===== src/include/idm_pkg.sv =====
/*
  constants, command kinds and states shared by the internal data memory block.
  assumes a single system clock domain; the core drives requests on that clock.
*/
// Notes on behaviour
// - 256 bytes of RAM at 0x00 to 0xff
// - lower half reached directly and indirectly
// - upper half reached only through indirect access and the stack
// - direct access above 0x7f goes to special space
// - 0x00..0x1f form four banks of eight registers
// - status word bits 3,4 pick the bank
// - indirect pointer from working reg zero or one
// - 0x20..0x2f also reached as 128 bits
// - bit address equals eight times byte offset plus bit
// - bit versus byte chosen by instruction kind
// - push writes pointer plus one, then increments
// - reset puts stack pointer at 0x07
// - stack may sit anywhere in 256 bytes
// - 32-bit stack record shifts on push or increment
// - stack pointer sits at direct address 0x81
`default_nettype none
package idm_pkg;
  // ****************************************
  // memory map
  // ****************************************
  localparam int ADDR_W = 8;
  localparam int DATA_W = 8;
  localparam int RAM_BYTES = 256;
  localparam int REC_BITS = 32;
  localparam logic [7:0] UPPER_FLAG_BIT = 8'h07;
  localparam logic [7:0] SP_ADDR = 8'h81;
  localparam logic [7:0] SP_RESET = 8'h07;
  localparam logic [7:0] SP_STEP = 8'h01;
  localparam logic [3:0] BIT_AREA_HI = 4'h2;
  localparam int PSW_BANK_LO = 3;
  localparam int PSW_BANK_HI = 4;
  localparam int BANK_SHIFT = 3;
  // ****************************************
  // request kinds and controller states
  // ****************************************
  typedef enum logic [2:0] {K_DIRECT, K_INDIRECT, K_BIT, K_PUSH, K_POP} idm_kind_t;
  typedef enum logic [1:0] {ST_IDLE, ST_PTR, ST_READ, ST_SFR} idm_state_t;
endpackage : idm_pkg
`default_nettype wire


===== src/include/idm_mem_if.sv =====
/*
  port bundle between the controller and the RAM array.
  assumes both ends run on the same clock; read data come one edge after address.
*/
`timescale 1ns/1ps
`default_nettype none
interface idm_mem_if;
  import idm_pkg::*;
  logic [ADDR_W-1:0] addr;
  logic we;
  logic [DATA_W-1:0] wdata;
  logic [DATA_W-1:0] rdata;
  modport ctrl (output addr, output we, output wdata, input rdata);
  modport mem (input addr, input we, input wdata, output rdata);
endinterface : idm_mem_if
`default_nettype wire


===== src/logic/idm_data_mem.sv =====
/*
  internal data memory: banked working registers, bit area, upper indirect RAM,
  special-space forwarding, stack pointer and stack record.
  assumes the core waits for req_ready_r and samples one-cycle rsp_valid_r pulses.
*/
`timescale 1ns/1ps
`default_nettype none
module idm_data_mem import idm_pkg::*; #(
  parameter int REC_W = REC_BITS
) (
  input wire logic clk, // system clock
  input wire logic sys_rst, // async reset, active high
  input wire logic clk_en, // freezes all state while low
  input wire logic req_valid, // request present
  input wire idm_kind_t req_kind, // kind of access
  input wire logic req_write, // write when high
  input wire logic [7:0] req_addr, // direct or bit address
  input wire logic req_ptr_sel, // pointer: working_reg_zero or working_reg_one
  input wire logic [7:0] req_wdata, // byte to write or push
  input wire logic req_wbit, // bit value to write
  input wire logic [7:0] program_status_word, // core status word
  input wire logic [7:0] sfr_rdata, // special space read byte
  input wire logic sfr_rbit, // special space read bit
  output logic req_ready_r, // request may be taken
  output logic rsp_valid_r, // answer pulse
  output logic [7:0] rsp_data_r, // byte read
  output logic rsp_bit_r, // bit read
  output logic sfr_req_r, // special space access pulse
  output logic sfr_write_r, // special space write
  output logic sfr_bit_r, // special space bit access
  output logic [7:0] sfr_addr_r, // special space address
  output logic [7:0] sfr_wdata_r, // special space write byte
  output logic sfr_wbit_r, // special space write bit
  output logic [7:0] stack_pointer_r, // stack pointer value
  output logic [REC_W-1:0] stack_record_r // debug stack record
);
  // the shift paths slice [REC_W-2:0], so a one-bit record cannot be served
  if (REC_W < 2) begin : g_bad_rec
    $error("stack record width must be at least two");
  end

  // ****************************************
  // request capture and address decode
  // ****************************************
  idm_mem_if mem_bus ();
  idm_ram u_ram (
    .clk(clk),
    .clk_en(clk_en),
    .bus(mem_bus.mem)
  );

  idm_state_t state_r, state_nxt;
  idm_kind_t kind_r;
  logic write_r;
  logic wbit_r;
  logic [7:0] wdata_r;
  logic [7:0] hold_addr_r;
  logic [2:0] bitpos_r;
  logic take;
  logic [1:0] bank;
  logic [7:0] ptr_addr;
  logic [7:0] bit_byte;
  logic req_upper;
  logic bit_upper;
  logic is_sp;
  logic [7:0] rmw_byte;

  assign take = req_valid && req_ready_r;
  assign bank = {program_status_word[PSW_BANK_HI], program_status_word[PSW_BANK_LO]};
  assign ptr_addr = ({6'h00, bank} << BANK_SHIFT) | {7'h00, req_ptr_sel};
  assign bit_byte = {BIT_AREA_HI, req_addr[6:3]};
  assign req_upper = req_addr[UPPER_FLAG_BIT[2:0]];
  assign bit_upper = req_upper;
  assign is_sp = (req_addr == SP_ADDR);

  always_comb begin
    rmw_byte = mem_bus.rdata;
    rmw_byte[bitpos_r] = wbit_r;
  end

  // ****************************************
  // next state and RAM port
  // ****************************************
  always_comb begin
    state_nxt = state_r;
    mem_bus.addr = hold_addr_r;
    mem_bus.we = 1'b0;
    mem_bus.wdata = wdata_r;
    unique case (state_r)
      ST_IDLE: begin
        if (take) begin
          unique case (req_kind)
            K_DIRECT: begin
              mem_bus.addr = req_addr;
              mem_bus.wdata = req_wdata;
              if (req_upper) begin
                if (!is_sp) begin
                  state_nxt = ST_SFR;
                end
              end else if (req_write) begin
                mem_bus.we = 1'b1;
              end else begin
                state_nxt = ST_READ;
              end
            end
            K_INDIRECT: begin
              mem_bus.addr = ptr_addr;
              state_nxt = ST_PTR;
            end
            K_BIT: begin
              mem_bus.addr = bit_byte;
              state_nxt = bit_upper ? ST_SFR : ST_READ;
            end
            K_PUSH: begin
              mem_bus.addr = 8'(stack_pointer_r + SP_STEP);
              mem_bus.wdata = req_wdata;
              mem_bus.we = 1'b1;
            end
            K_POP: begin
              mem_bus.addr = stack_pointer_r;
              state_nxt = ST_READ;
            end
            default: begin
              state_nxt = ST_IDLE;
            end
          endcase
        end
      end
      ST_PTR: begin
        mem_bus.addr = mem_bus.rdata;
        mem_bus.we = write_r;
        state_nxt = write_r ? ST_IDLE : ST_READ;
      end
      ST_READ: begin
        mem_bus.we = (kind_r == K_BIT) && write_r;
        mem_bus.wdata = rmw_byte;
        state_nxt = ST_IDLE;
      end
      ST_SFR: begin
        state_nxt = ST_IDLE;
      end
    endcase
  end

  always_ff @(posedge clk or posedge sys_rst) begin
    if (sys_rst) begin
      state_r <= ST_IDLE;
      req_ready_r <= 1'b0;
    end else if (clk_en) begin
      state_r <= state_nxt;
      req_ready_r <= (state_nxt == ST_IDLE);
    end
  end

  always_ff @(posedge clk or posedge sys_rst) begin
    if (sys_rst) begin
      kind_r <= K_DIRECT;
      write_r <= 1'b0;
      wbit_r <= 1'b0;
      wdata_r <= 8'h00;
      hold_addr_r <= 8'h00;
      bitpos_r <= 3'h0;
    end else if (clk_en) begin
      if (take) begin
        kind_r <= req_kind;
        write_r <= req_write;
        wbit_r <= req_wbit;
        wdata_r <= req_wdata;
        hold_addr_r <= mem_bus.addr;
        bitpos_r <= req_addr[2:0];
      end else if (state_r == ST_PTR) begin
        hold_addr_r <= mem_bus.rdata;
      end
    end
  end

  // ****************************************
  // stack pointer and record
  // ****************************************
  always_ff @(posedge clk or posedge sys_rst) begin
    if (sys_rst) begin
      stack_pointer_r <= SP_RESET;
    end else if (clk_en) begin
      if (take && req_kind == K_PUSH) begin
        stack_pointer_r <= 8'(stack_pointer_r + SP_STEP);
      end else if (take && req_kind == K_DIRECT && is_sp && req_write) begin
        stack_pointer_r <= req_wdata;
      end else if (state_r == ST_READ && kind_r == K_POP) begin
        stack_pointer_r <= 8'(stack_pointer_r - SP_STEP);
      end
    end
  end

  // a pop drops the newest record bit so the record tracks stack depth
  always_ff @(posedge clk or posedge sys_rst) begin
    if (sys_rst) begin
      stack_record_r <= '0;
    end else if (clk_en) begin
      if (take && (req_kind == K_PUSH || (req_kind == K_DIRECT && is_sp && req_write
          && req_wdata == 8'(stack_pointer_r + SP_STEP)))) begin
        stack_record_r <= {stack_record_r[REC_W-2:0], 1'b1};
      end else if (state_r == ST_READ && kind_r == K_POP) begin
        stack_record_r <= {1'b0, stack_record_r[REC_W-1:1]};
      end
    end
  end

  // ****************************************
  // special space forwarding
  // ****************************************
  always_ff @(posedge clk or posedge sys_rst) begin
    if (sys_rst) begin
      sfr_req_r <= 1'b0;
      sfr_write_r <= 1'b0;
      sfr_bit_r <= 1'b0;
      sfr_addr_r <= 8'h00;
      sfr_wdata_r <= 8'h00;
      sfr_wbit_r <= 1'b0;
    end else if (clk_en) begin
      sfr_req_r <= take && state_nxt == ST_SFR;
      if (take && state_nxt == ST_SFR) begin
        sfr_write_r <= req_write;
        sfr_bit_r <= (req_kind == K_BIT);
        sfr_addr_r <= req_addr;
        sfr_wdata_r <= req_wdata;
        sfr_wbit_r <= req_wbit;
      end
    end
  end

  // ****************************************
  // answers
  // ****************************************
  always_ff @(posedge clk or posedge sys_rst) begin
    if (sys_rst) begin
      rsp_valid_r <= 1'b0;
      rsp_data_r <= 8'h00;
      rsp_bit_r <= 1'b0;
    end else if (clk_en) begin
      rsp_valid_r <= 1'b0;
      unique case (state_r)
        ST_IDLE: begin
          if (take && state_nxt == ST_IDLE) begin
            rsp_valid_r <= 1'b1;
            if (req_kind == K_DIRECT && is_sp) begin
              rsp_data_r <= stack_pointer_r;
            end
          end
        end
        ST_PTR: begin
          rsp_valid_r <= write_r;
        end
        ST_READ: begin
          rsp_valid_r <= 1'b1;
          rsp_data_r <= mem_bus.rdata;
          rsp_bit_r <= mem_bus.rdata[bitpos_r];
        end
        ST_SFR: begin
          rsp_valid_r <= 1'b1;
          rsp_data_r <= sfr_rdata;
          rsp_bit_r <= sfr_rbit;
        end
      endcase
    end
  end
endmodule : idm_data_mem
`default_nettype wire


===== src/logic/idm_ram.sv =====
/*
  single-port byte array with registered read data.
  assumes the controller holds address and write strobe for one enabled edge.
*/
`timescale 1ns/1ps
`default_nettype none
module idm_ram import idm_pkg::*; #(
  parameter int DEPTH = RAM_BYTES
) (
  input wire logic clk, // system clock
  input wire logic clk_en, // freezes the array while low
  idm_mem_if.mem bus // controller side
);
  if (DEPTH != (1 << ADDR_W)) begin : g_bad_depth
    $error("idm_ram depth must match the address width");
  end

  logic [DATA_W-1:0] cells [DEPTH];

  // no reset on the array: contents are undefined at power-up, as in any RAM
  always_ff @(posedge clk) begin
    if (clk_en) begin
      if (bus.we) begin
        cells[bus.addr] <= bus.wdata;
      end
      bus.rdata <= cells[bus.addr];
    end
  end
endmodule : idm_ram
`default_nettype wire


===== config.mk =====
export PLATFORM = sky130hd
export DESIGN_NAME = idm_data_mem
export DESIGN_NICKNAME = d
export VERILOG_FILES = /design/src/include/idm_pkg.sv /design/src/include/idm_mem_if.sv /design/src/logic/idm_data_mem.sv /design/src/logic/idm_ram.sv
export SDC_FILE = /design/constraint.sdc
export NUM_CORES = 2
export LEC_CHECK = 0
export BUFFER_PORTS_ARGS = -buffer_cell sky130_fd_sc_hd__buf_4
export CAP_MARGIN = 20
export CORE_MARGIN = 2
export CORE_UTILIZATION = 55
export CTS_CLUSTER_SIZE = 30
export DETAILED_ROUTE_END_ITERATION = 7
export HOLD_SLACK_MARGIN = 0.06
export PLACE_DENSITY = 0.74
export SETUP_SLACK_MARGIN = 0.4
export SLEW_MARGIN = 20
export SYNTH_ARGS = -nofsm -noshare
export SYNTH_HDL_FRONTEND = slang
export SYNTH_HIERARCHICAL = 1
export SYNTH_SLANG_ARGS = --single-unit

===== constraint.sdc =====
create_clock -name clk -period 9.4 [get_ports clk]
set_input_delay 1.41 -clock clk [delete_from_list [all_inputs] [get_ports clk]]
set_output_delay 1.41 -clock clk [all_outputs]
set_load 0.005 [all_outputs]

# ---- Yosys cells after proc, flatten, opt, wreduce, memory -nomap -nowiden
# Memory sizes are Yosys's and may differ from the RTL's. A register that Yosys moved wholly into a read port is not among the register bits.
# Index checks and enable logic that the tools add are counted.
dict set report classes {
  addsub 2
  muxes 40
  n_eq_ne 14
  n_shift 0
  n_reduce_logical 32
  n_lt_le_gt_ge 2
  bitwise 1
  div_mod_pow 0
  multipliers 0
}
# op n
set ops {}
lappend ops {{$mux 8} 10}
lappend ops {{$mux 32} 2}
lappend ops {{$pmux 8 s5} 1}
lappend ops {{$pmux 8 s2} 2}
lappend ops {{$pmux 8 s3} 1}
lappend ops {{$logic_and 1x1->1} 14}
lappend ops {{$reduce_and 2->1} 6}
lappend ops {{$mux 1} 10}
lappend ops {{$mux 2} 5}
lappend ops {{$pmux 2 s5} 1}
lappend ops {{$eq 3x2->1 const B} 3}
lappend ops {{$add 8x1->8 const B} 1}
lappend ops {{$bwmux 8} 1}
lappend ops {{$eq 8x8->1} 1}
lappend ops {{$eq 8x8->1 const B} 1}
lappend ops {{$sub 8x1->8 const B} 1}
lappend ops {{$eq 2x2->1 const B} 3}
lappend ops {{$eq 3x3->1 const B} 2}
lappend ops {{$pmux 1 s3} 2}
lappend ops {{$pmux 2 s3} 1}
lappend ops {{$reduce_bool 2->1} 3}
lappend ops {{$reduce_bool 3->1} 2}
lappend ops {{$or 5x1->5} 1}
lappend ops {{$logic_not 2->1} 2}
lappend ops {{12 further kinds} 15}
dict set report totals {
  word_cells 111
  in_bits 43
  latchBits 0
  mem_count 1
  mem_bits_ro 0
  reg_bits 97
  mem_bits_rw 2048
  output_inout_bits 71
}
# name words word_bits read_ports rd_ports_with_merged_regs wr line
set memory_table {}
lappend memory_table {u_ram.cells 256 8 1 1 1 idm_ram.sv:18} ;# logic [DATA_W-1:0] cells [DEPTH];

# ---- Longest topological paths before layout
dict set report depth {
  word_depth 10
  ltp_mapped 18
  depth_no_buf 13
}

# ---- Hierarchy
# The synthesis kept the hierarchy.
# module cells_per_inst seq_area_each_um2 area_per_inst_um2 instances
set by_module_without_submodules {}
lappend by_module_without_submodules {idm_ram 3525 61739.2 78363.9 1}
lappend by_module_without_submodules {idm_data_mem 642 2431.1 5969.5 1}

# ---- Least setup slack after synthesis
# OpenSTA, ideal clock, no wires.
dict set report synth_path {
  kind {input -> register}
  start {input req_kind[2]}
  end {memory u_ram.cells[0][0], data pin}
  stages 5
  arrival_ns 9.437
  setup_ns 1.577
  required_time_ns 7.823
  setup_slack_ns -1.615
  path_buffers 1
  cell_sequence {clkbuf_1 > or3_1 > a21oi_1 > o22ai_1 > a21oi_1}
}
dict set report synth_via {
  elab_chain_cells 5
  word_cells_on_any_way 6
  classes_between {eq/ne (1); mux (3); reduce/logical (2)}
}
# element line
set synth_rtl {}
lappend synth_rtl {{from (decl)} idm_data_mem.sv:15} ;# input wire idm_kind_t req_kind,
lappend synth_rtl {{$eq 3x2->1 / $logic_not 3->1 (equally long branches)} idm_data_mem.sv:92} ;# unique case (req_kind)
lappend synth_rtl {{$reduce_or 2->1 (no line) *} --}
lappend synth_rtl {{$mux 8 *} idm_data_mem.sv:92}
lappend synth_rtl {{$mux 8 *} idm_data_mem.sv:91} ;# if (take) begin
lappend synth_rtl {{$pmux 8 s2 *} idm_data_mem.sv:89} ;# unique case (state_r)
lappend synth_rtl {{net mem_bus.wdata[0]} idm_mem_if.sv:11} ;# logic [DATA_W-1:0] wdata;
lappend synth_rtl {{to (decl)} idm_ram.sv:18}
# The timed path passes the listed nets; every way through them passes the cells marked *.

# ---- Final worst setup path
dict set report layout_path {
  start {register state_r[0]}
  end {register u_ram.bus.rdata[4], read port of u_ram.cells, data pin}
}
dict set report layout_via {
  elab_chain_cells 2
  word_cells_on_any_way 3
  classes_between {eq/ne (1); mux (1); reduce/logical (1)}
}
# element line
set layout_rtl {}
lappend layout_rtl {{from (decl)} idm_data_mem.sv:52} ;# idm_state_t state_r, state_nxt;
lappend layout_rtl {{from (signal assigned)} idm_data_mem.sv:150} ;# state_r <= state_nxt;
lappend layout_rtl {{$eq 2x1->1 / $logic_not 2->1 (equally long branches)} idm_data_mem.sv:89}
lappend layout_rtl {{$pmux 8 s2 *} idm_data_mem.sv:89}
lappend layout_rtl {{net mem_bus.addr[0]} idm_mem_if.sv:9} ;# logic [ADDR_W-1:0] addr;
lappend layout_rtl {{to (decl)} idm_mem_if.sv:14} ;# modport mem (input addr, input we, input wdata, output rdata);
# Marked as above.
# A chain may end at the register's enable or synchronous reset.

==> results.md <==
* Outcome: finished clean
* # resized after CTS at 0
* Post-Synthesis Cells at between 4000 and 5000
* Drt drc at 0
* Chip height at about 400 um
* FP Rows at roughly 140
* Initial DRC count at between 5000 and 6000
* Seq cells post-synth at around 2200
* Die Wd at about 400 um
* Syn avg cell area at about 20 sq um
* Post-synth EDFFs at about 2000
* Worst R2R Path Depth at 11
* VDD IR max at approximately 0.00027 V
* Count leader, synth: edfxtp_1
* Max Clk Rate at 150.2 MHz
* Synth-to-Final Area Change at 11.22%
* Number of port buffers at between 100 and 150
* Worst Setup Start Kind: flop
* Critical path arrival at between 7000 and 8000 ps
* Mapped cell area at around 84000 sq um
* TritonCTS buffer count at roughly 200
* Die Area at between 150000 and 200000 sq um
* Crit Path Class: reg2reg
* Post-synthesis sequential area ratio at 76.09%
* Nets@finish at roughly 4300
* Crit end category: flop
* Power Density at 272.6 nW/um^2
* Fin crit share at roughly 71%
* I/O pin cnt at around 110
* Leading area contributor after synthesis: edfxtp_1
* Dpl hpwl at roughly 110000 um
* Hold-critical path depth at 1
* DP Area at between 80000 and 90000 sq um
* Fin cells at 6459
* RSZ-0062 raised after global routing: no
* First-pass GRT wire length at ~290000 um
* Routed Antenna Nets at 0
* Setup bufs post-CTS at 0
* Total number of vias at around 43000
* Share of cells above drive strength 1 at between 20% and 30%
* Hold crit path type: reg2reg
* Fin Setup TNS at 0 ps
* Setup WS pre-CTS at 2593 ps
* Top cells by count, synth: 2056 x edfxtp_1, 512 x mux4_2, 302 x nor2_1
* Clk root buf: clkbuf_16
* Slew margin rel. at between 10% and 20%
* R2R setup slack at ~2700 ps
* CORE AREA at about 150000 sq um
* Worst Max-Slew Pin Slew at approximately 1300 ps
* Dpl cells at 6089
* Post-layout min period at ~6700 ps
* Post-route cell area at about 94000 sq um
* Worst-path clk slew at about 60 ps
* Largest net degree at the start of global routing at approximately 260
* Post-Route Skew at about 29 ps
* Antenna violations before repair at 4
* Yosys cell types at between 60 and 70
* Gp weighted congestion at slightly below 0.9
* Maxcap violations at 0
* Clock buffer depth at 3
* Synthesized Nets at about 4200
* Via density at about 6.6
* CP Data Required Time at around 10000 ps
* P_leak at between 20 and 30 nW
* Initial Util at between 50 and 60%
* Post-synth ARST share at between 4 and 5%
* Fin. Hold Viols at 0
* Synth top area cells: edfxtp_1 73%, mux4_2 14%, dfrtp_1 2.8%
* # setup viols final at 0
* Slew Viols, Final at 0
* Clk sinks at 2153
* CTS Hold Bufs at 0
* CP max FO at 82
* Synth Warn # at 6
* Vias in the first global route at between 40000 and 50000
* Synth top area share at roughly three quarters
* Total GRT Usage at around 25%
* Diode count at 0
* Final core occ at slightly above 60%
* Synth Flop Type: edfxtp_1
* Clock Latency Late Sink at about 840 ps
* Routed Wire Length at 196400 um
* H-tree levels at 4
* Pre-Repair DR Iteration Count at 6
* TritonCTS clock tree: built
* Total congestion overflow at 0
* Final setup margin at 2741 ps
* WL per Instance at approximately 30 um
-- placed cells by master (no fill, tap or decap), types with 13 or more instances in the layout --
master,count
edfxtp_1,2056
mux4_2,512
nor2_1,300
a22oi_1,264
clkbuf_16,210
a21oi_1,162
buf_4,148
dfrtp_1,94
nand2_1,78
clkinv_1,57
and2_1,55
mux2_2,47
clkbuf_1,46
o21ai_0,33
a221o_1,29
clkinv_2,29
o22ai_1,21
o41ai_1,19
nand3_1,17
buf_12,16
mux2i_1,13
o41ai_2,13
-- cell type report --
type | instances | area [sq um]
Sequential cell | 2153 | 64170
Clock buffer | 256 | 5428
Tap cell | 2030 | 2540
Timing Repair Buffer | 170 | 1548
Clock inverter | 111 | 875.8
Multi-Input combinational cell | 1724 | 19170
Inverter | 15 | 58.81
Fill cell | 10150 | 58290
-- state kept, by name (all words and copies together), names as in the netlist --
register	cells
rsp_valid_r	1
wbit_r	1
write_r	1
state_r	2
sfr_addr_r	8
kind_r	3
u_ram/bus.rdata	8
sfr_write_r	1
bitpos_r	3
u_ram/cells	2048
sfr_bit_r	1
rsp_bit_r	1
sfr_wdata_r	8
req_ready_r	1
rsp_data_r	8
stack_record_r	32
wdata_r	8
sfr_req_r	1
hold_addr_r	8
sfr_wbit_r	1
stack_pointer_r	8
-- metrics by stage --
stage,hold WS [ps],power [mW]
after global placement,457.3,17.75
after CTS,478.9,25.62
after detailed placement,465.0,17.89
after floorplan,450.4,15.99
final,472.6,25.57
after global routing,520.0,26.36
-- worst paths after layout --
kind                               startpoint                  to
worst max-delay path               state_r[0]  u_ram/bus.rdata[4]
worst min-delay path            sfr_addr_r[7]       sfr_addr_r[7]
worst min register to register  sfr_addr_r[7]       sfr_addr_r[7]
min in group asynchronous             sys_rst       rsp_data_r[6]
max in group asynchronous             sys_rst  stack_record_r[18]
worst max register to register     state_r[0]  u_ram/bus.rdata[4]
-- metal layers --
layer / part of all wire [%] / track usage (%) / up-vias
met5: 0.0087 / 0 / -
met4: 3.6 / 9.085 / 2
met3: 11 / 5.815 / 438
met2: 48 / 39.29 / 2596
met1: 37 / 34.82 / 22170
li1: - / - / 17560
-- worst max-delay path, cell delays in order, from the launching register on --
cell,delay (ps)
dfrtp_1,320
buf_4,320
clkinv_1,590
nor2_1,780
nand2_1,220
nand2_4,730
buf_12,550
mux4_2,620
a22oi_1,360
a21oi_1,210
o41ai_2,1060
nand4_1,340
-- power breakdown --
group / total, mW / switching, mW / internal [mW] / leakage, nW
clock network: 7.80 / 3.41 / 4.39 / 3.06
logic: 6.23 / 3.82 / 2.41 / 6.04
registers: 11.5 / 0.155 / 11.4 / 19.8
-- cell families (layout without fill, tap and decap cells) --
group | count (synthesis) | in the layout | share of synthesized area (%)
compound gates | 599 | 599 | 4.886
xor+xnor | 12 | 12 | 0.1573
fa+ha+maj | 2 | 2 | 0.02967
buf+inv | 290 | 552 | 1.527
flops | 2153 | 2153 | 76.09
mux | 572 | 572 | 14.46
simple gates | 539 | 539 | 2.855
Note: power is estimated with default switching activity, not from simulation.
